`src/rtl/rfa_pkg.sv`:
```
/*
 Package for reference clock output A: register map, field layout, reset values,
 synthesizer codes, phase increments and loss timing.
 Assumes a 200 MHz system clock and an 8-bit register port with a 10-bit address.
*/
package rfa_pkg;

   // Register port geometry
   localparam int ADDR_W = 10;
   localparam int DATA_W = 8;

   // Register offsets
   localparam logic [9:0] SRC_CTRL_OFS = 10'h240;
   localparam logic [9:0] CONFIG_OFS = 10'h244;

   // Source control fields
   localparam int SRC_EN_BIT = 6;
   localparam int SRC_RATE_BIT = 5;
   localparam int SRC_SEL_MSB = 4;
   localparam logic [7:0] SRC_CTRL_RST = 8'h41;
   localparam logic [7:0] SRC_CTRL_MASK = 8'h7F;

   // Config fields
   localparam int CFG_HOLD_BIT = 5;
   localparam int CFG_BYP_BIT = 4;
   localparam int CFG_FREE_BIT = 3;
   localparam logic [7:0] CONFIG_RST = 8'h00;
   localparam logic [7:0] CONFIG_MASK = 8'h3F;

   // Source select codes
   localparam int NUM_CH = 22;
   localparam int NUM_SRC = 23;
   localparam logic [4:0] LAST_CH_CODE = 5'h15;
   localparam int EXT_IDX = 22;

   // Synthesizer frequency codes
   localparam logic [2:0] FREQ_SAME = 3'h0;
   localparam logic [2:0] FREQ_8K = 3'h1;
   localparam logic [2:0] FREQ_64K = 3'h2;
   localparam logic [2:0] FREQ_RSVD = 3'h3;
   localparam logic [2:0] FREQ_4M096 = 3'h4;
   localparam logic [2:0] FREQ_8M192 = 3'h5;
   localparam logic [2:0] FREQ_19M44 = 3'h6;
   localparam logic [2:0] FREQ_32M768 = 3'h7;

   // Clock rate and phase increments (f / f_clk * 2^32)
   localparam longint CLK_HZ = 64'h0BEB_C200;
   localparam int CLK_PERIOD_NS = 5;
   localparam logic [31:0] INC_1M544 = 32'((64'h0017_8F40 << 32) / CLK_HZ);
   localparam logic [31:0] INC_2M048 = 32'((64'h001F_4000 << 32) / CLK_HZ);
   localparam logic [31:0] INC_8K = 32'((64'h0000_1F40 << 32) / CLK_HZ);
   localparam logic [31:0] INC_64K = 32'((64'h0000_FA00 << 32) / CLK_HZ);
   localparam logic [31:0] INC_4M096 = 32'((64'h003E_8000 << 32) / CLK_HZ);
   localparam logic [31:0] INC_8M192 = 32'((64'h007D_0000 << 32) / CLK_HZ);
   localparam logic [31:0] INC_19M44 = 32'((64'h0128_A180 << 32) / CLK_HZ);
   localparam logic [31:0] INC_32M768 = 32'((64'h01F4_0000 << 32) / CLK_HZ);

   // Loss of source: no edge for this long
   localparam int LOSS_TIME_NS = 2000;
   localparam int LOSS_CYC = LOSS_TIME_NS / CLK_PERIOD_NS;
   localparam int LOSS_W = 10;

   // Config register carrier
   typedef struct packed {
      logic hold_high;
      logic bypass;
      logic free_run;
      logic [2:0] freq;
   } rfa_cfg_s;

   // Output selection
   typedef enum logic [3:0] {
      RFA_OUT_HIGH = 4'h1,
      RFA_OUT_PASS = 4'h2,
      RFA_OUT_NCO = 4'h4,
      RFA_OUT_LINE = 4'h8
   } rfa_out_e;

endpackage

```
`src/rtl/rfa_loss_mon.sv`:
```
/*
 Loss monitor: counts cycles since the last rising edge of the selected,
 already synchronised source and flags loss after LOSS_CYC cycles.
 Assumes its input is glitch free and in the sys_clk domain.
*/
`timescale 1ns/1ps
`default_nettype none
module rfa_loss_mon
   import rfa_pkg::*;
(
   // Clock and reset
   input wire logic sys_clk,
   input wire logic rst,
   // Monitored level and restart on source change
   input wire logic src_lvl,
   input wire logic restart,
   // Loss flag
   output logic lost
);

   logic prev_lvl;
   logic [LOSS_W-1:0] idle_cnt;

   ////////////////////////////////////////////////////////////////////////////
   // Edge history
   always_ff @(posedge sys_clk or posedge rst)
      if (rst)
         prev_lvl <= 1'b0;
      else
         prev_lvl <= src_lvl;

   // Idle counter saturates so loss stays asserted while the source is dead
   always_ff @(posedge sys_clk or posedge rst)
      if (rst)
         idle_cnt <= '0;
      else if (restart || (src_lvl && !prev_lvl))
         idle_cnt <= '0;
      else if (idle_cnt != LOSS_W'(LOSS_CYC))
         idle_cnt <= idle_cnt + 1'b1;

   // Loss flag
   always_ff @(posedge sys_clk or posedge rst)
      if (rst)
         lost <= 1'b0;
      else
         lost <= (idle_cnt == LOSS_W'(LOSS_CYC)) && !restart;

endmodule
`default_nettype wire

```
`src/rtl/rfa_nco.sv`:
```
/*
 Phase accumulator clock generator; the MSB of the accumulator is the clock.
 Assumes the increment is static for long stretches; jitter is one sys_clk.
*/
`timescale 1ns/1ps
`default_nettype none
module rfa_nco
   import rfa_pkg::*;
(
   // Clock and reset
   input wire logic sys_clk,
   input wire logic rst,
   // Phase increment per cycle
   input wire logic [31:0] inc,
   // Generated clock level
   output logic clk_out
);

   logic [31:0] phase;

   ////////////////////////////////////////////////////////////////////////////
   // Accumulator wraps naturally
   always_ff @(posedge sys_clk or posedge rst)
      if (rst)
         phase <= '0;
      else
         phase <= phase + inc;

   assign clk_out = phase[31];

endmodule
`default_nettype wire

```
`src/rtl/rfa_ref_out.sv`:
```
/*
 Reference clock output A: source selection, synthesizer mode, fallback on loss,
 output enable and the two configuration registers.
 Assumes pin clocks are far slower than sys_clk (200 MHz) and that the line
 mode input comes from logic on sys_clk.
*/
// Added by the designer: the strobed register port.
`timescale 1ns/1ps
`default_nettype none
// Notes on behaviour
// - Free-run honoured only through the synthesizer
// - Free-run 0: locked clock at programmed rate
// - Free-run 1: free-running clock from master clock
// - External source lost: high or free-run clock
// - Recovered lost, synth on: free-run or high
// - Recovered lost, bypassed: line-rate clock or high
// - Frequency field used only with synthesizer
// - Code 000 locked: source rate passed
// - Codes give 8k to 32.768M; 011 reserved
// - Enable 0 floats output; default driven
// - Rate bit: external input T1 or E1; code feeds it only to a rate never output
// - Source codes pick channel or external
module rfa_ref_out
   import rfa_pkg::*;
(
   // Clock and reset
   input wire logic sys_clk,
   input wire logic rst,
   // Register port
   input wire logic [ADDR_W-1:0] reg_addr,
   input wire logic [DATA_W-1:0] reg_wdata,
   input wire logic reg_wr,
   input wire logic reg_rd,
   output logic [DATA_W-1:0] reg_rdata,
   // Clock inputs
   input wire logic [NUM_CH-1:0] recovered_line_clock,
   input wire logic ext_clock_a,
   input wire logic line_e1_mode,
   // Reference output pin
   output logic ref_out_a,
   output logic ref_out_a_enable
);

   logic [7:0] ref_a_source_ctrl;
   rfa_cfg_s ref_a_config;
   logic [NUM_SRC-1:0] sync1, sync2, sync3, stable;
   logic [4:0] src_q;
   logic src_changed;
   logic sel_ext;
   logic sel_lvl;
   logic lost;
   logic nco_clk;
   logic [31:0] nco_inc;
   rfa_out_e out_sel;

   ////////////////////////////////////////////////////////////////////////////
   // Decoding

   // Phase increment for a synthesizer code; reserved codes give none
   function automatic logic [31:0] freq_inc(input logic [2:0] code, input logic e1);
      unique case (code)
         FREQ_8K: freq_inc = INC_8K;
         FREQ_64K: freq_inc = INC_64K;
         FREQ_4M096: freq_inc = INC_4M096;
         FREQ_8M192: freq_inc = INC_8M192;
         FREQ_19M44: freq_inc = INC_19M44;
         FREQ_32M768: freq_inc = INC_32M768;
         FREQ_SAME: freq_inc = e1 ? INC_2M048 : INC_1M544;
         FREQ_RSVD: freq_inc = '0;
      endcase
   endfunction

   // Register address match
   function automatic logic hit(input logic [ADDR_W-1:0] a, input logic [9:0] ofs);
      hit = (a == ofs);
   endfunction

   ////////////////////////////////////////////////////////////////////////////
   // Registers

   // Source control register
   always_ff @(posedge sys_clk or posedge rst)
      if (rst)
         ref_a_source_ctrl <= SRC_CTRL_RST;
      else if (reg_wr && hit(reg_addr, SRC_CTRL_OFS))
         ref_a_source_ctrl <= reg_wdata & SRC_CTRL_MASK;

   // Synthesizer config register
   always_ff @(posedge sys_clk or posedge rst)
      if (rst)
         ref_a_config <= rfa_cfg_s'(CONFIG_RST[5:0]);
      else if (reg_wr && hit(reg_addr, CONFIG_OFS))
         ref_a_config <= rfa_cfg_s'(reg_wdata[5:0]);

   // Read data one cycle after the strobe; unmapped and idle read zero
   always_ff @(posedge sys_clk or posedge rst)
      if (rst)
         reg_rdata <= '0;
      else if (reg_rd && hit(reg_addr, SRC_CTRL_OFS))
         reg_rdata <= ref_a_source_ctrl;
      else if (reg_rd && hit(reg_addr, CONFIG_OFS))
         reg_rdata <= {2'h0, ref_a_config};
      else
         reg_rdata <= '0;

   ////////////////////////////////////////////////////////////////////////////
   // Pin synchronisers: a change counts once stages two and three agree
   always_ff @(posedge sys_clk or posedge rst)
      if (rst)
      begin
         sync1 <= '0;
         sync2 <= '0;
         sync3 <= '0;
      end
      else
      begin
         sync1 <= {ext_clock_a, recovered_line_clock};
         sync2 <= sync1;
         sync3 <= sync2;
      end

   always_ff @(posedge sys_clk or posedge rst)
      if (rst)
         stable <= '0;
      else
         stable <= (sync2 & sync3) | (stable & (sync2 | sync3));

   ////////////////////////////////////////////////////////////////////////////
   // Source selection
   // channel or external code
   assign sel_ext = ref_a_source_ctrl[SRC_SEL_MSB:0] > LAST_CH_CODE;
   assign sel_lvl = sel_ext ? stable[EXT_IDX] : stable[ref_a_source_ctrl[SRC_SEL_MSB:0]];

   // Restart loss monitor when the selection moves, avoiding a false loss
   always_ff @(posedge sys_clk or posedge rst)
      if (rst)
         src_q <= SRC_CTRL_RST[SRC_SEL_MSB:0];
      else
         src_q <= ref_a_source_ctrl[SRC_SEL_MSB:0];

   assign src_changed = src_q != ref_a_source_ctrl[SRC_SEL_MSB:0];

   rfa_loss_mon u_loss
   (
      .sys_clk(sys_clk),
      .rst(rst),
      .src_lvl(sel_lvl),
      .restart(src_changed),
      .lost(lost)
   );

   ////////////////////////////////////////////////////////////////////////////
   // Generator rate: line rate for bypassed fallback, else the field
   always_comb
   begin
      nco_inc = freq_inc(ref_a_config.freq, 1'b0);
      if (out_sel == RFA_OUT_LINE)
         nco_inc = line_e1_mode ? INC_2M048 : INC_1M544;
      else if (ref_a_config.freq == FREQ_SAME)
         nco_inc = freq_inc(FREQ_SAME, sel_ext ? ref_a_source_ctrl[SRC_RATE_BIT] : line_e1_mode);
   end

   rfa_nco u_nco
   (
      .sys_clk(sys_clk),
      .rst(rst),
      .inc(nco_inc),
      .clk_out(nco_clk)
   );

   ////////////////////////////////////////////////////////////////////////////
   // Output mode decision
   always_comb
   begin
      out_sel = RFA_OUT_HIGH;
      if (ref_a_config.bypass)
      begin
         if (!lost)
            out_sel = RFA_OUT_PASS;
         else if (sel_ext)
            out_sel = RFA_OUT_HIGH;
         else if (!ref_a_config.hold_high)
            out_sel = RFA_OUT_LINE;
      end
      else if (ref_a_config.free_run)
      begin
         // code 000 and 011 undefined here
         if (ref_a_config.freq != FREQ_SAME && ref_a_config.freq != FREQ_RSVD)
            out_sel = RFA_OUT_NCO;
      end
      else if (!lost)
      begin
         if (ref_a_config.freq == FREQ_SAME)
            out_sel = RFA_OUT_PASS;
         else if (ref_a_config.freq != FREQ_RSVD)
            out_sel = RFA_OUT_NCO;
      end
      else if (!sel_ext && !ref_a_config.hold_high && ref_a_config.freq != FREQ_RSVD)
         out_sel = RFA_OUT_NCO;
   end

   ////////////////////////////////////////////////////////////////////////////
   // Output pin registers
   always_ff @(posedge sys_clk or posedge rst)
      if (rst)
         ref_out_a <= 1'b1;
      else
      begin
         unique case (out_sel)
            RFA_OUT_HIGH: ref_out_a <= 1'b1;
            RFA_OUT_PASS: ref_out_a <= sel_lvl;
            RFA_OUT_NCO: ref_out_a <= nco_clk;
            RFA_OUT_LINE: ref_out_a <= nco_clk;
         endcase
      end

   always_ff @(posedge sys_clk or posedge rst)
      if (rst)
         ref_out_a_enable <= SRC_CTRL_RST[SRC_EN_BIT];
      else
         ref_out_a_enable <= ref_a_source_ctrl[SRC_EN_BIT];

   ////////////////////////////////////////////////////////////////////////////
   // Checks

   a_oe_off_write: assert property (@(posedge sys_clk) disable iff (rst)
      reg_wr && reg_addr == SRC_CTRL_OFS && !reg_wdata[SRC_EN_BIT] |-> ##2 !ref_out_a_enable)
      else $error("output enable not cleared after write");

   a_ext_lost_high: assert property (@(posedge sys_clk) disable iff (rst)
      sel_ext && lost && (ref_a_config.bypass || !ref_a_config.free_run) |=> ref_out_a)
      else $error("lost external source did not drive high");

   a_hold_high: assert property (@(posedge sys_clk) disable iff (rst)
      !sel_ext && lost && !ref_a_config.free_run && ref_a_config.hold_high |=> ref_out_a)
      else $error("holdover high not applied");

   a_code_zero_pass: assert property (@(posedge sys_clk) disable iff (rst)
      !rst && !lost && !ref_a_config.bypass && !ref_a_config.free_run
      && ref_a_config.freq == FREQ_SAME |=> ref_out_a == $past(sel_lvl))
      else $error("code 000 did not pass source");

   a_bypass_pass: assert property (@(posedge sys_clk) disable iff (rst)
      !lost && ref_a_config.bypass |=> ref_out_a == $past(sel_lvl))
      else $error("bypass did not pass source");

   a_free_run_nco: assert property (@(posedge sys_clk) disable iff (rst)
      !ref_a_config.bypass && ref_a_config.free_run && ref_a_config.freq == FREQ_32M768
      |=> ref_out_a == $past(nco_clk))
      else $error("free-run clock not from generator");

   a_line_rate: assert property (@(posedge sys_clk) disable iff (rst)
      ref_a_config.bypass && lost && !sel_ext && !ref_a_config.hold_high
      |-> nco_inc == (line_e1_mode ? INC_2M048 : INC_1M544))
      else $error("bypassed fallback rate wrong");

   a_ext_select: assert property (@(posedge sys_clk) disable iff (rst)
      ref_a_source_ctrl[SRC_SEL_MSB:0] >= 5'h16 |-> sel_lvl == stable[EXT_IDX])
      else $error("high source code not external");

   a_read_source: assert property (@(posedge sys_clk) disable iff (rst)
      reg_rd && reg_addr == SRC_CTRL_OFS |=> reg_rdata == $past(ref_a_source_ctrl))
      else $error("source register read back wrong");

   a_oe_on_write: assert property (@(posedge sys_clk) disable iff (rst)
      reg_wr && reg_addr == SRC_CTRL_OFS && reg_wdata[SRC_EN_BIT] |-> ##2 ref_out_a_enable)
      else $error("output enable not set after write");

   a_read_config: assert property (@(posedge sys_clk) disable iff (rst)
      reg_rd && reg_addr == CONFIG_OFS
      |=> reg_rdata[7:6] == 2'h0 && reg_rdata[5:0] == $past(ref_a_config))
      else $error("config register read back wrong");

   a_free_ignored: assert property (@(posedge sys_clk) disable iff (rst)
      ref_a_config.bypass && ref_a_config.free_run && !lost |=> ref_out_a == $past(sel_lvl))
      else $error("free-run honoured while bypassed");

   a_lock_nco: assert property (@(posedge sys_clk) disable iff (rst)
      !ref_a_config.bypass && !ref_a_config.free_run && !lost
      && ref_a_config.freq == FREQ_4M096 |=> ref_out_a == $past(nco_clk))
      else $error("locked clock not from generator");

   a_lost_free_clk: assert property (@(posedge sys_clk) disable iff (rst)
      !ref_a_config.bypass && !sel_ext && lost && !ref_a_config.hold_high
      && ref_a_config.freq == FREQ_4M096 |=> ref_out_a == $past(nco_clk))
      else $error("lost recovered source not free running");

   a_ext_free_run: assert property (@(posedge sys_clk) disable iff (rst)
      !ref_a_config.bypass && ref_a_config.free_run && sel_ext && lost
      && ref_a_config.freq == FREQ_4M096 |=> ref_out_a == $past(nco_clk))
      else $error("lost external source not free running");

endmodule
`default_nettype wire

```
`config.mk`:
```
export PLATFORM = sky130hd
export DESIGN_NAME = rfa_ref_out
export DESIGN_NICKNAME = d
export VERILOG_FILES = /design/src/rtl/rfa_pkg.sv /design/src/rtl/rfa_loss_mon.sv /design/src/rtl/rfa_nco.sv /design/src/rtl/rfa_ref_out.sv
export SDC_FILE = /design/constraint.sdc
export NUM_CORES = 1
export LEC_CHECK = 0
export BUFFER_PORTS_ARGS = -buffer_cell sky130_fd_sc_hd__buf_2
export CORE_AREA = 3 3 132 134
export DETAILED_ROUTE_END_ITERATION = 6
export DIE_AREA = 0 0 135 137
export PLACE_DENSITY = 0.63
export SLEW_MARGIN = 0
export SYNTH_ARGS = -nofsm -noshare
export SYNTH_HDL_FRONTEND = slang
export SYNTH_SLANG_ARGS = --single-unit
```
`constraint.sdc`:
```
create_clock -name sys_clk -period 4.45 [get_ports sys_clk]
set_input_delay 0.2225 -clock sys_clk [delete_from_list [all_inputs] [get_ports sys_clk]]
set_output_delay 0.2225 -clock sys_clk [all_outputs]
set_load 0.02 [all_outputs]
```
Word level (Yosys, flattened, before mapping)
Memories as Yosys holds them, arrays and structs flattened.
Index checks and enable logic that the tools add are counted.
{"block": "totals", "mem_bits_rw": 0, "mem_count": 1, "word_cells": 77, "latch_bits": 0, "ff_bits": 164, "out_inout_bits": 10, "mem_bits_ro": 240}
{"block": "classes", "n_reduce_logical": 18, "n_addsub": 2, "n_mul": 0, "bitwise": 4, "magnitude_cmp": 2, "n_shift": 0, "eq_ne": 10, "n_div": 0, "muxes": 23}
{"name": "(no name shown)", "words": 8, "word_bits": 30, "read_ports": 1, "rd_ports_with_merged_regs": 0, "write_ports": 0, "line_no": "rfa_ref_out.sv:61", "text": "unique case (code)"}
{"cell": "32-bit 2-to-1 mux", "n": 2}
{"cell": "26-bit 2-to-1 mux", "n": 2}
{"cell": "23-bit bitwise AND", "n": 2}
{"cell": "23-bit OR", "n": 2}
{"cell": "32-bit adder", "n": 1}
{"cell": "4-bit 2-to-1 mux", "n": 6}
{"cell": "10-bit == test, second input constant", "n": 2}
{"cell": "10-bit 2-to-1 mux", "n": 2}
{"cell": "3-bit 2-to-1 mux", "n": 4}
{"cell": "10-bit by 1-bit adder with 10-bit output, second input constant", "n": 1}
{"cell": "10-bit by 9-bit == test with 1-bit output, second input constant", "n": 1}
{"cell": "10-bit by 9-bit != test with 1-bit output, second input constant", "n": 1}
{"cell": "1-bit logical AND", "n": 9}
{"cell": "7-bit 2-to-1 mux", "n": 1}
{"cell": "5-bit by 6-bit < comparator with 1-bit output, second input constant", "n": 1}
{"cell": "6-bit 2-to-1 mux", "n": 1}
{"cell": "1-bit binary-select mux with 5-bit select", "n": 1}
{"cell": "5-bit greater-than comparator, second input constant", "n": 1}
{"cell": "5-bit != test", "n": 1}
{"cell": "4-bit by 1-bit == test with 1-bit output, second input constant", "n": 1}
{"cell": "4-bit by 2-bit == test with 1-bit output, second input constant", "n": 1}
{"cell": "4-bit by 3-bit == test with 1-bit output, second input constant", "n": 1}
{"cell": "4-bit == test, second input constant", "n": 1}
{"cell": "1-bit logical NOT", "n": 4}
{"cell": "other kinds (8)", "n": 10}

Depth between registers and ports, before layout
Gate-level depths: netlist (run 1).
{"block": "logic_depth", "depth_word": 11, "mapped_depth": 16}

By module
A second synthesis (run 1) with hierarchy kept.
{"block": "hier_totals", "hier_cells": 675, "area_unflattened_um2": 7846.3}
{"module": "rfa_ref_out", "cells_each": 305, "n_inst": 1, "seq_area_each_um2": 2984.1, "area_each_um2": 4357.9}
{"module": "rfa_nco", "cells_each": 308, "n_inst": 1, "seq_area_each_um2": 800.8, "area_each_um2": 2850.2}
{"module": "rfa_loss_mon", "cells_each": 62, "n_inst": 1, "seq_area_each_um2": 300.3, "area_each_um2": 638.1}

Worst setup path before layout (run 1)
Ideal clock, no wire load.
{"block": "synth_timing", "path_type": "reg2reg", "start": "register ref_a_source_ctrl[2]", "end": "register u_nco.phase[21]", "path_buffers": 2, "path_slack_ns": 1.055, "path_stages_with_launch": 17, "required_time_ns": 4.304, "arrival_time_ns": 3.249, "setup_ns": 0.146, "cell_sequence": "dfrtp_1 -> clkbuf_1 -> a21o_1 -> a21oi_1 -> and3_1 -> clkbuf_1 -> a21oi_1 -> o21ai_1 -> o21ai_1 -> ha_1 -> and4_1 -> and2_1 -> and3_1 -> o211ai_1 -> nand2_1 -> a311oi_1 -> a2111oi_0"}
{"block": "synth_via", "elab_chain_len": 11}
{"element": "start, declared", "line_no": "rfa_ref_out.sv:44", "text": "logic [7:0] ref_a_source_ctrl;"}
{"element": "start signal, assigned", "line_no": "rfa_ref_out.sv:86", "text": "ref_a_source_ctrl <= reg_wdata & SRC_CTRL_MASK;"}
{"element": "5-bit greater-than comparator *", "line_no": "rfa_ref_out.sv:131", "text": "assign sel_ext = ref_a_source_ctrl[SRC_SEL_MSB:0] > LAST_CH_CODE;"}
{"element": "1-bit logical NOT", "line_no": "rfa_ref_out.sv:198", "text": "else if (!sel_ext && !ref_a_config.hold_high && ref_a_config.freq != FREQ_RSVD)"}
{"element": "1-bit logical AND (2 in series)", "line_no": "rfa_ref_out.sv:198"}
{"element": "3-bit 2-to-1 mux", "line_no": "rfa_ref_out.sv:198"}
{"element": "4-bit 2-to-1 mux", "line_no": "rfa_ref_out.sv:191", "text": "else if (!lost)"}
{"element": "4-bit 2-to-1 mux", "line_no": "rfa_ref_out.sv:185", "text": "else if (ref_a_config.free_run)"}
{"element": "4-bit 2-to-1 mux", "line_no": "rfa_ref_out.sv:176", "text": "if (ref_a_config.bypass)"}
{"element": "4-bit == test", "line_no": "rfa_ref_out.sv:157", "text": "if (out_sel == RFA_OUT_LINE)"}
{"element": "32-bit 2-to-1 mux *", "line_no": "rfa_ref_out.sv:157"}
{"element": "32-bit adder *", "line_no": "rfa_nco.sv:27", "text": "phase <= phase + inc;"}
{"element": "end signal, assigned", "line_no": "rfa_nco.sv:27"}
{"element": "end, declared", "line_no": "rfa_nco.sv:19", "text": "logic [31:0] phase;"}
Every way passes the cells marked *; elsewhere a longest branch is shown, timed or not.
A chain may end at the register's enable or synchronous reset.

Worst setup path in the final report (run 1)
{"block": "layout_timing", "start": "register ref_a_config[0] (netlist name)", "end": "register u_nco.phase[28]"}
{"block": "layout_via", "elab_chain_len": 9}
{"element": "start, declared", "line_no": "rfa_ref_out.sv:45", "text": "rfa_cfg_s ref_a_config;"}
{"element": "start signal, assigned", "line_no": "rfa_ref_out.sv:91", "text": "ref_a_config <= rfa_cfg_s'(CONFIG_RST[5:0]);"}
{"element": "start signal, assigned", "line_no": "rfa_ref_out.sv:93", "text": "ref_a_config <= rfa_cfg_s'(reg_wdata[5:0]);"}
{"element": "3-bit by 2-bit != test with 1-bit output", "line_no": "rfa_ref_out.sv:188, rfa_ref_out.sv:195, rfa_ref_out.sv:198"}
{"element": "3-bit 2-to-1 mux / 1-bit logical AND (equally long branches)", "line_no": "rfa_ref_out.sv:195, rfa_ref_out.sv:198"}
{"element": "3-bit 2-to-1 mux (on tied branches)", "line_no": "rfa_ref_out.sv:193, rfa_ref_out.sv:198"}
{"element": "4-bit 2-to-1 mux", "line_no": "rfa_ref_out.sv:191"}
{"element": "4-bit 2-to-1 mux", "line_no": "rfa_ref_out.sv:185"}
{"element": "4-bit 2-to-1 mux", "line_no": "rfa_ref_out.sv:176"}
{"element": "4-bit == test", "line_no": "rfa_ref_out.sv:157"}
{"element": "32-bit 2-to-1 mux *", "line_no": "rfa_ref_out.sv:157"}
{"element": "32-bit adder *", "line_no": "rfa_nco.sv:27"}
Marked as above.

==> summary.txt, run 1 <==
Status
  – Status: finished, final reports clean

Floorplanning
  – Io pins: 56
  – Initial Utilization: 0.448
  – Die Y-Extent: between 100 and 150 um
  – Placeable Area: 0.0164 mm2
  – Die extent in x: 135 um
  – Die area: 0.0185 mm2
  – Num rows: 47

Place
  – Routability Congestion: between 0.8 and 0.9
  – PortBufs: 53
  – Post-DP HPWL: 10.6 mm

Worst setup path
  – R2R Setup Slk: ~410 ps
  – WS Path Type: reg2reg
  – Max stage delay on crit path: 530 ps
  – Crit path DAT: 4350 ps
  – Crit path depth: 14
  – CP bufs+invs: 1
  – Slowest CP cell: dfrtp_1
  – Setup crit start: ref_a_config[0]$_DFFE_PP0P_
  – Reg-to-reg startpoint: ref_a_config[0]$_DFFE_PP0P_
  – Crit path to: u_nco.phase[28]$_DFF_PP0_
  – Cell family with most CP delay: compound AO/OA/AOI/OAI gates
  – Crit Path Max Fanout: 8
  – R2R Path End: u_nco.phase[28]$_DFF_PP0_
  – Number of cells on the worst reg-to-reg path: 14
  – Worst path cell trace: inv_1 -> ha_1 -> nor2b_1 -> a21oi_1 -> o21ai_1 -> o21ai_1 -> ha_1 -> and4_1 -> nand3_1 -> a21oi_1 -> nor3_1 -> o21ai_1 -> a2111oi_0 -> or3b_1
  – Worst path most repeated cell: o21ai_1
  – CP required: 4750 ps
  – Worst Setup End Kind: flip-flop
  – Worst setup SP type: flip-flop

Power
  – Sequential share of power: 0.378
  – Power per Cell Area: 556 mW/mm2
  – Final Power: between 4 and 5 mW
  – Comb pwr share: 0.317
  – Max VDD drop: 0.000482 V
  – Sw Share: 0.333
  – P_sw: 1.61 mW
  – Clk pwr share: 0.305
  – Leakage power: 3.95 nW
  – Pint: 3.22 mW

Logic synthesis
  – Compound-Gate Fraction of Synth Area: 0.119
  – Main combinational cell family by area after synthesis: compound AO/OA/AOI/OAI gates
  – Post-synthesis cell type count: 58
  – Synth warn: 0
  – Post-Syn Instances: 645
  – Mux share of post-synthesis cell area: 0.0475
  – Avg Inst Size Synth: 11.4 um2
  – Synth area leader: dfrtp_1
  – Main flop type after synthesis: dfrtp_1
  – Adder-Cell Fraction of Synth Area: 0.100
  – Sequential area share after synthesis: 0.555
  – Post-synth EDFFs: 0
  – Post-Synth XOR/XNOR Area: 0.0441
  – Synth Area in Simple Gates: 0.111
  – Syn nets: 731
  – Mapped Area: 0.00736 mm2
  – Asr flop ratio synth: 1.00
  – Number of synthesized register bits: 163
  – Share of the synthesized area in the top cell type: 0.538
  – Area contributors post-synth: dfrtp_1 54%, ha_1 6.6%, a21oi_1 3.1%

CTS
  – Post-CTS Setup Bufs: 0
  – Total CTS buffers: 17
  – CTS Hold Bufs: 23
  – Worst-path clk slew: roughly 70 ps
  – Clock sink total: 163
  – H-tree depth: 4
  – Source-to-sink clock delay at the later pin of the worst-skew pair: 420 ps
  – CTS resizes: 0
  – CTS tree: yes
  – Root Buffer: clkbuf_16
  – Clk buf depth: 2

STA
  – Setup-failing EPs final: 0
  – Clock skew: 10.4 ps
  – Sum Neg Setup Slack: 0 ps
  – RSZ-0062 raised after global routing: no
  – Slew Limit Fails: 0
  – Slew @ Worst Pin: 853 ps
  – Fin. Hold Viols: 0
  – Max frequency: 247 MHz
  – Worst slew margin: 0.432
  – Min Tclk post-route: 4040 ps
  – Final period util: 0.909

GRT
  – Overflow after GRT: 0
  – Largest net degree at the start of global routing: between 150 and 200
  – Initial antenna violation count: 0
  – First-pass GRT wire length: about 25 mm
  – Total GRT Usage: 0.173
  – Vias in the first global route: about 5.1k

Routing
  – Total routed wirelength: 14.9 mm
  – DRC viols: 0
  – DRT iter0 DRCs: 232
  – Drt pass-1 iters: 5
  – WL/cell: 15.5 um
  – DR vias/cell: 5.26
  – Vias post-DR: 5047
  – Detail Route Antenna Nets: 0

Layout
  – Antenna Cells: 0
  – Fin nets: 812
  – Commonest cells after routing, fill and taps aside: 158 x dfrtp_1, 53 x buf_2, 51 x nor2_1, 46 x a21oi_1, 46 x nand2_1
  – Most common cell after layout, fill and taps aside: dfrtp_1
  – Area Growth Syn to Fin: 18.2%
  – Layout cells sized above 1: 0.147

Flow run
  – Max_cap viols: 0

Min path
  – Worst min path class: in2reg
  – Hold path depth: 2
## cell families after synthesis
kind of cell             after synthesis
AND/OR/NAND/NOR                      171
flip-flops                           163
AO/OA/AOI/OAI                        145
adder cells (fa/ha/maj)               63
buffers and inverters                 40
XOR/XNOR                              37
multiplexers                          25
other                                  1
## registers in the layout, summed over array words and instances (netlist names), 5 cells and up
signal,cells
ref_a_config,6
ref_a_source_ctrl,7
reg_rdata,7
src_q,5
stable,23
sync1,23
sync2,23
sync3,23
u_loss.idle_cnt,10
u_nco.phase,32
## layout make-up
class / count / area [um2]
inverter: 21 / 82.6
clock buffer: 18 / 429
tap: 220 / 275
multi-input combinational: 442 / 3110
clock inverter: 14 / 173
timing repair buffer: 81 / 546
fill: 1390 / 7710
sequential: 163 / 4090
## power by group through the flow
stage	Clock, mW	Combinational, mW	Sequential [mW]
global route	1.58	1.73	1.85
floorplan	0	1.20	1.83
global placement	0	1.45	1.85
finish	1.47	1.53	1.83
CTS	1.51	1.53	1.83
detailed placement	0	1.50	1.85
## metrics by stage
stage	util	setup slack (ps)	instance area [um2]	cells	hold slack, ps
after floorplan	-	1060	7360	645	254
after global placement	0.479	631	7870	904	330
after detailed placement	0.479	513	7870	904	332
after CTS	0.530	499	8700	959	11.8
after global routing	0.530	220	8700	959	23.2
final	0.530	406	8700	959	26.4
## Yosys cell counts, types with 5 or more instances
cell,number
a211oi_1,5
a21o_1,12
a21oi_1,46
and2_1,5
and3_1,9
clkbuf_1,14
dfrtp_1,158
dfstp_2,5
ha_1,39
inv_1,19
maj3_1,23
mux2_1,9
mux2i_1,9
mux4_2,6
nand2_1,46
nand2b_1,5
nand3_1,18
nor2_1,51
nor3_1,11
o21a_1,5
o21ai_0,9
o21ai_1,34
o31ai_1,5
xnor2_1,21
xor2_1,16
## layer usage
| metal | part of all wire | wire [um] | vias up | GRT usage |
|---|---|---|---|---|
| li1 | - | - | 2461 | - |
| met1 | 0.47 | 7040 | 2455 | 0.235 |
| met2 | 0.47 | 7040 | 108 | 0.277 |
| met3 | 0.034 | 506 | 23 | 0.0335 |
| met4 | 0.021 | 315 | 0 | 0.0677 |
| met5 | 0 | 0 | - | 0 |
## worst min path at each step
stage                             startpoint                               end
global route                    reg_wdata[6]  ref_a_source_ctrl[6]$_DFFE_PP1P_
floorplan            recovered_line_clock[0]                sync1[0]$_DFF_PP0_
detailed placement  recovered_line_clock[16]               sync1[16]$_DFF_PP0_
global placement    recovered_line_clock[13]               sync1[13]$_DFF_PP0_
finish                          reg_wdata[6]  ref_a_source_ctrl[6]$_DFFE_PP1P_
CTS                             reg_wdata[6]  ref_a_source_ctrl[6]$_DFFE_PP1P_
No activity file was read; power rests on OpenSTA's default activity.
==> run 2, diff against run 1 <==
CORE_AREA = 3 3 126 128   (was 3 3 132 134)
DIE_AREA = 0 0 129 131   (was 0 0 135 137)
PLACE_DENSITY = 0.69   (was 0.63)
==> summary.txt, run 2 (same netlist as run 1, synthesis figures left out) <==
Floorplanning
  – Die Y-Extent: 131 um (-4.4%)
  – Die extent in x: 129 um (-4.4%)
  – Placeable Area: 0.0150 mm2 (-8.7%)
  – Io pins: 56 (unchanged)
  – Num rows: 45 (-4.3%)
  – Initial Utilization: 0.491 (+0.0428)
  – Die area: 0.0169 mm2 (-8.6%)

CTS
  – CTS Hold Bufs: 24 (+4.3%)
  – CTS resizes: 0 (unchanged)
  – Source-to-sink clock delay at the later pin of the worst-skew pair: 430 ps (about the same)
  – Clock sink total: 163 (unchanged)
  – Clk buf depth: 2 (unchanged)
  – Worst-path clk slew: 70 ps (about the same)
  – Post-CTS Setup Bufs: 0 (unchanged)
  – H-tree depth: 4 (unchanged)
  – CTS tree: yes
  – Root Buffer: clkbuf_16
  – Total CTS buffers: 17 (unchanged)

GRT
  – Initial antenna violation count: 0 (unchanged)
  – Total GRT Usage: 0.199 (+0.0261)
  – First-pass GRT wire length: 26.3 mm (+4.2%)
  – Vias in the first global route: 5274 (+3.5%)
  – Largest net degree at the start of global routing: 164 (unchanged)
  – Overflow after GRT: 0 (unchanged)

STA
  – Worst slew margin: 0.420 (-0.0121)
  – Slew Limit Fails: 0 (unchanged)
  – Slew @ Worst Pin: 871 ps (+18.1 ps)
  – Worst Slack Setup Final: 406 ps (-0.596 ps)
  – Sum Neg Setup Slack: 0 ps (unchanged)
  – Clock skew: 13.7 ps (+3.29 ps)
  – Fin Hold WS: 9.53 ps (-16.9 ps)
  – Min Tclk post-route: 4040 ps (+0.596 ps)
  – Final period util: 0.909 (about the same)
  – Fin. Hold Viols: 0 (unchanged)
  – Setup-failing EPs final: 0 (unchanged)
  – RSZ-0062 raised after global routing: no
  – Max frequency: 247 MHz (about the same)

Layout
  – Most common cell after layout, fill and taps aside: dfrtp_1
  – Max FFs per register: 32 (unchanged)
  – Area Growth Syn to Fin: 18.0%
  – Antenna Cells: 0 (unchanged)
  – Fin nets: 815 (+0.37%)
  – Reg with most FFs: u_nco.phase
  – Commonest cells after routing, fill and taps aside: 158 x dfrtp_1, 53 x buf_2, 51 x nor2_1, 46 x a21oi_1, 46 x nand2_1
  – Layout cells sized above 1: 0.151 (+0.00345)
  – Post-layout util: 0.580 (+0.0496)
  – Final Instance Area: 0.00868 mm2 (-0.17%)

Min path
  – Worst min path class: in2async

Routing
  – Drt pass-1 iters: 4 (-1)
  – Vias post-DR: 5040 (-0.14%)
  – DR vias/cell: 5.42 (+3.0%)
  – DRT iter0 DRCs: 268 (+16%)
  – Total routed wirelength: 15.3 mm (+2.8%)
  – DRC viols: 0 (unchanged)
  – Detail Route Antenna Nets: 0 (unchanged)
  – WL/cell: 16.5 um (+6.0%)

Worst setup path
  – CP required: 4750 ps (about the same)
  – Crit path DAT: 4340 ps (about the same)
  – WS Path Type: reg2reg
  – Worst Setup End Kind: flip-flop
  – Cell family with most CP delay: compound AO/OA/AOI/OAI gates
  – Worst path most repeated cell: o21ai_1
  – Max stage delay on crit path: 510 ps (-20 ps)
  – Crit Path Max Fanout: 8 (unchanged)
  – Worst setup SP type: flip-flop
  – Worst path cell trace: inv_1 -> ha_1 -> nor2b_1 -> a21oi_1 -> o21ai_1 -> o21ai_1 -> ha_1 -> and4_1 -> nand3_1 -> a21oi_1 -> nor3_1 -> o21ai_1 -> a2111oi_0 -> or3b_1
  – Slowest CP cell: dfrtp_1
  – CP bufs+invs: 1 (unchanged)

Flow run
  – Max_cap viols: 0 (unchanged)

Status
  – Status: finished, final reports clean

Place
  – Area post-placement: 0.00784 mm2 (-0.32%)
  – Pre-CTS setup slack: 543 ps (+29.7 ps)
  – Post-DP HPWL: 10.7 mm (+0.94%)
  – Routability Congestion: 0.834 (-5.4%)
  – PortBufs: 53 (unchanged)

Power
  – Leakage power: 3.97 nW (+0.49%)
  – Power per Cell Area: 554 mW/mm2 (-0.31%)
  – Max VDD drop: 0.000295 V (-39%)
## run 2: cell types whose count changed in the layout (fill, tap and decap cells not counted), sizes merged
cell         before  now
buf              58   60
bufinv            2    0
clkinv            4    7
clkinvlp          4    2
dlygate4sd3      23   24
inv              25   26
## run 2: path summary, 6_finish.rpt
check	startpoint	endpoint	slack [ps]	cells after the start
setup reg to reg	ref_a_config[0]$_DFFE_PP0P_	u_nco.phase[28]$_DFF_PP0_	410	14
max in group asynchronous	rst	sync1[20]$_DFF_PP0_	3760	3
hold reg to reg	sync1[11]$_DFF_PP0_	sync2[11]$_DFF_PP0_	350	0
min in group sys_clk	reg_wdata[5]	ref_a_config[5]$_DFFE_PP0P_	30	2
hold / removal	rst	sync3[0]$_DFF_PP0_	10	3
setup / recovery	ref_a_config[0]$_DFFE_PP0P_	u_nco.phase[28]$_DFF_PP0_	410	14
## run 2: routing by layer
metal | GRT usage | vias to the layer above | wire (um)
li1 | - | 2451 | -
met1 | 0.266 | 2502 | 7170
met2 | 0.328 | 79 | 7540
met3 | 0.0500 | 8 | 500
met4 | 0.0550 | 0 | 104
met5 | 0 | - | 0
## run 2: report_power, final
group	total, mW	internal (mW)	leakage (nW)	switching [mW]
sequential	1.83	1.72	1.94	0.112
clock	1.44	0.768	0.291	0.672
combinational	1.54	0.655	1.73	0.882
total	4.81	3.14	3.97	1.67
## run 2: cell type report
type	count	area [um2]
Tap cell	188	235
Sequential cell	163	4090
Fill cell	1226	6290
Clock inverter	14	163
Inverter	21	82.6
Multi-Input combinational cell	442	3110
Clock buffer	18	439
Timing Repair Buffer	84	571
## run 2: worst reg2reg max path, stage by stage, from the launching register on
cell and delay [ps]:
dfrtp_1 510, inv_1 190, ha_1 250, nor2b_1 140
a21oi_1 420, o21ai_1 240, o21ai_1 250, ha_1 270
and4_1 260, nand3_1 90, a21oi_1 260, nor3_1 120
o21ai_1 370, a2111oi_0 170, or3b_1 390
## run 2: metrics by stage
step / total power [mW] / std cells
6_report: 4.81 / 930
2_1_floorplan: 3.03 / 645
3_3_place_gp: 3.30 / 874
5_1_grt: 5.12 / 930
3_5_place_dp: 3.36 / 874
4_1_cts: 4.84 / 930
==> run 3, diff against run 2 <==
CORE_AREA = 3 3 161 163   (was 3 3 126 128)
DIE_AREA = 0 0 164 166   (was 0 0 129 131)
GPL_ROUTABILITY_DRIVEN = 1   (was unset)
PLACE_DENSITY = 0.46   (was 0.69)
==> summary.txt, run 3 (same netlist as run 1, synthesis figures left out) <==
Status
  – Status: finished, final reports clean

STA
  – Sum Neg Setup Slack: 0 ps (unchanged)
  – Setup-failing EPs final: 0 (unchanged)
  – RSZ-0062 raised after global routing: no
  – Worst slew margin: 0.421 (+0.00129)
  – Max frequency: 250 MHz (+1.2%)
  – Final period util: 0.898 (-0.0106)
  – Fin. Hold Viols: 0 (unchanged)
  – Slew Limit Fails: 0 (unchanged)
  – Min Tclk post-route: 4000 ps (-47.4 ps)
  – Slew @ Worst Pin: 869 ps (-1.94 ps)
  – Clock skew: 13.1 ps (-0.618 ps)

Power
  – Pint: 3.15 mW (about the same)
  – Max VDD drop: 0.000203 V (-31%)
  – Clk pwr share: 0.306 (+0.007)
  – Power per Cell Area: 546 mW/mm2 (-1.4%)
  – Comb pwr share: 0.316 (-0.004)
  – Sequential share of power: 0.377 (-0.004)
  – P_sw: 1.70 mW (+1.9%)
  – Sw Share: 0.350 (+0.00407)
  – Leakage power: 3.97 nW (+0.14%)
  – Final Power: 4.84 mW (+0.70%)

Layout
  – Layout cells sized above 1: 0.151 (+0.000204)
  – Area Growth Syn to Fin: 20.5%
  – Post-layout util: 0.362 (-0.217)
  – Max FFs per register: 32 (unchanged)
  – Most common cell after layout, fill and taps aside: dfrtp_1
  – Fin nets: 814 (-0.12%)
  – Reg with most FFs: u_nco.phase
  – Antenna Cells: 0 (unchanged)
  – Commonest cells after routing, fill and taps aside: 158 x dfrtp_1, 53 x buf_2, 51 x nor2_1, 46 x a21oi_1, 46 x nand2_1

Routing
  – Vias post-DR: 4950 (-1.8%)
  – Max Used Layer: met4
  – Met2 WL post-DR: 7.01 mm (-7.1%)
  – Drt pass-1 iters: 4 (unchanged)
  – Detail Route Antenna Nets: 0 (unchanged)
  – Met3 Wirelength: 737 um (+47%)
  – DR vias/cell: 4.65 (-14%)
  – WL/cell: 14.8 um (-10%)
  – DRC viols: 0 (unchanged)
  – Total routed wirelength: 15.7 mm (+2.7%)
  – Met1 WL: 7.85 mm (+9.5%)
  – DRT iter0 DRCs: 382 (+43%)

Place
  – PortBufs: 53 (unchanged)
  – Routability Congestion: 0.828 (-0.62%)
  – Post-DP HPWL: 11.4 mm (+6.3%)

Worst setup path
  – Cell family with most CP delay: compound AO/OA/AOI/OAI gates
  – Number of cells on the worst reg-to-reg path: 14 (unchanged)
  – Worst path cell trace: inv_1 -> ha_1 -> nor2b_1 -> a21oi_1 -> o21ai_1 -> o21ai_1 -> ha_1 -> a21oi_1 -> o21ai_1 -> and3_1 -> o31a_1 -> o211ai_1 -> nand3_1 -> xor2_1
  – CP required: 4750 ps (about the same)
  – Worst Setup End Kind: flip-flop
  – Max stage delay on crit path: 510 ps (about the same)
  – Crit Path Max Fanout: 8 (unchanged)
  – CP bufs+invs: 1 (unchanged)
  – Crit path DAT: 4300 ps (-40 ps)
  – R2R Setup Slk: 450 ps (+50 ps)
  – Slowest CP cell: dfrtp_1
  – R2R Path End: u_nco.phase[22]$_DFF_PP0_
  – WS Path Type: reg2reg
  – Reg-to-reg startpoint: ref_a_config[0]$_DFFE_PP0P_
  – Worst path most repeated cell: o21ai_1
  – Worst setup SP type: flip-flop

GRT
  – Largest net degree at the start of global routing: 164 (unchanged)
  – Vias in the first global route: 5108 (-3.1%)
  – Initial antenna violation count: 0 (unchanged)
  – Overflow after GRT: 0 (unchanged)
  – Total GRT Usage: 0.122 (-0.0778)
  – First-pass GRT wire length: 26.5 mm (+0.60%)

Min path
  – Worst min path class: in2reg
  – Hold Crit Start: reg_wdata[6]
  – Hold Path Sink: ref_a_source_ctrl[6]$_DFFE_PP1P_
  – Hold path depth: 2

CTS
  – Total CTS buffers: 17 (unchanged)
  – Clk buf depth: 2 (unchanged)
  – CTS resizes: 0 (unchanged)
  – CTS Hold Bufs: 23 (-4.2%)
  – CTS tree: yes
  – Worst-path clk slew: 70 ps (about the same)
  – Post-CTS Setup Bufs: 0 (unchanged)
  – Source-to-sink clock delay at the later pin of the worst-skew pair: 420 ps (about the same)
  – Root Buffer: clkbuf_16
  – H-tree depth: 4 (unchanged)
  – Clock sink total: 163 (unchanged)

Flow run
  – Max_cap viols: 0 (unchanged)

Floorplanning
  – Die extent in x: 164 um (+27%)
  – Io pins: 56 (unchanged)
  – Placeable Area: 0.0245 mm2 (+63%)
  – Die Y-Extent: 166 um (+27%)
  – Initial Utilization: 0.301 (-0.190)
  – Num rows: 57 (+27%)
  – Die area: 0.0272 mm2 (+61%)
==> run 3: changes by cell type in the layout (fill, tap and decap cells not counted) <==
cell           change
clkinv_4           +1
inv_6              -1
clkinvlp_4         -1
dlygate4sd3_1      -1
clkbuf_8           -1
clkinv_8           +1
clkinv_2           -1
inv_12             +2
==> run 3: worst register-to-register path, delay by kind of cell (launching register included) <==
family          cells  cell delay, ps
compound gates      7            1890
fa+ha+maj           2             590
simple gates        3             520
flops               1             510
buf+inv             1             190
xor+xnor            1             170
==> run 3: layout make-up <==
type	count	area, um2
tap	324	405
clock inverter	15	199
inverter	21	82.6
clock buffer	17	425
timing repair buffer	83	561
sequential	163	4090
fill	2411	15600
multi-input combinational	442	3110
==> run 3: power groups by stage <==
stage	Clock, mW	Combinational (mW)	Sequential, mW
after global placement	0	1.48	1.85
after floorplan	0	1.20	1.83
final	1.48	1.53	1.83
after detailed placement	0	1.51	1.86
after CTS	1.54	1.54	1.83
after global routing	1.59	1.73	1.86
==> run 3: metal layers <==
layer,up-vias,track usage
li1,2457,-
met3,8,0.0309
met2,93,0.180
met1,2392,0.178
met4,0,0.0324
met5,-,0
==> run 3: per-stage QoR <==
step	cells	hold WS [ps]	setup slack (ps)	area, um2
2_1_floorplan	645	254	1060	7360
3_3_place_gp	1010	330	576	8010
3_5_place_dp	1010	332	531	8010
4_1_cts	1065	3.92	535	8860
5_1_grt	1065	1.26	106	8860
6_report	1065	19.7	453	8860
==> run 3: worst max-delay path by stage <==
stage | from | endpoint | slack (ps) | cells past startpoint
floorplan | ref_a_source_ctrl[2]$_DFFE_PP0P_ | u_nco.phase[21]$_DFF_PP0_ | 1060 | 16
global placement | ref_a_config[0]$_DFFE_PP0P_ | u_nco.phase[22]$_DFF_PP0_ | 580 | 14
detailed placement | ref_a_config[0]$_DFFE_PP0P_ | u_nco.phase[28]$_DFF_PP0_ | 530 | 14
CTS | ref_a_config[0]$_DFFE_PP0P_ | u_nco.phase[28]$_DFF_PP0_ | 540 | 14
global route | ref_a_config[0]$_DFFE_PP0P_ | u_nco.phase[24]$_DFF_PP0_ | 110 | 14
finish | ref_a_config[0]$_DFFE_PP0P_ | u_nco.phase[22]$_DFF_PP0_ | 450 | 14
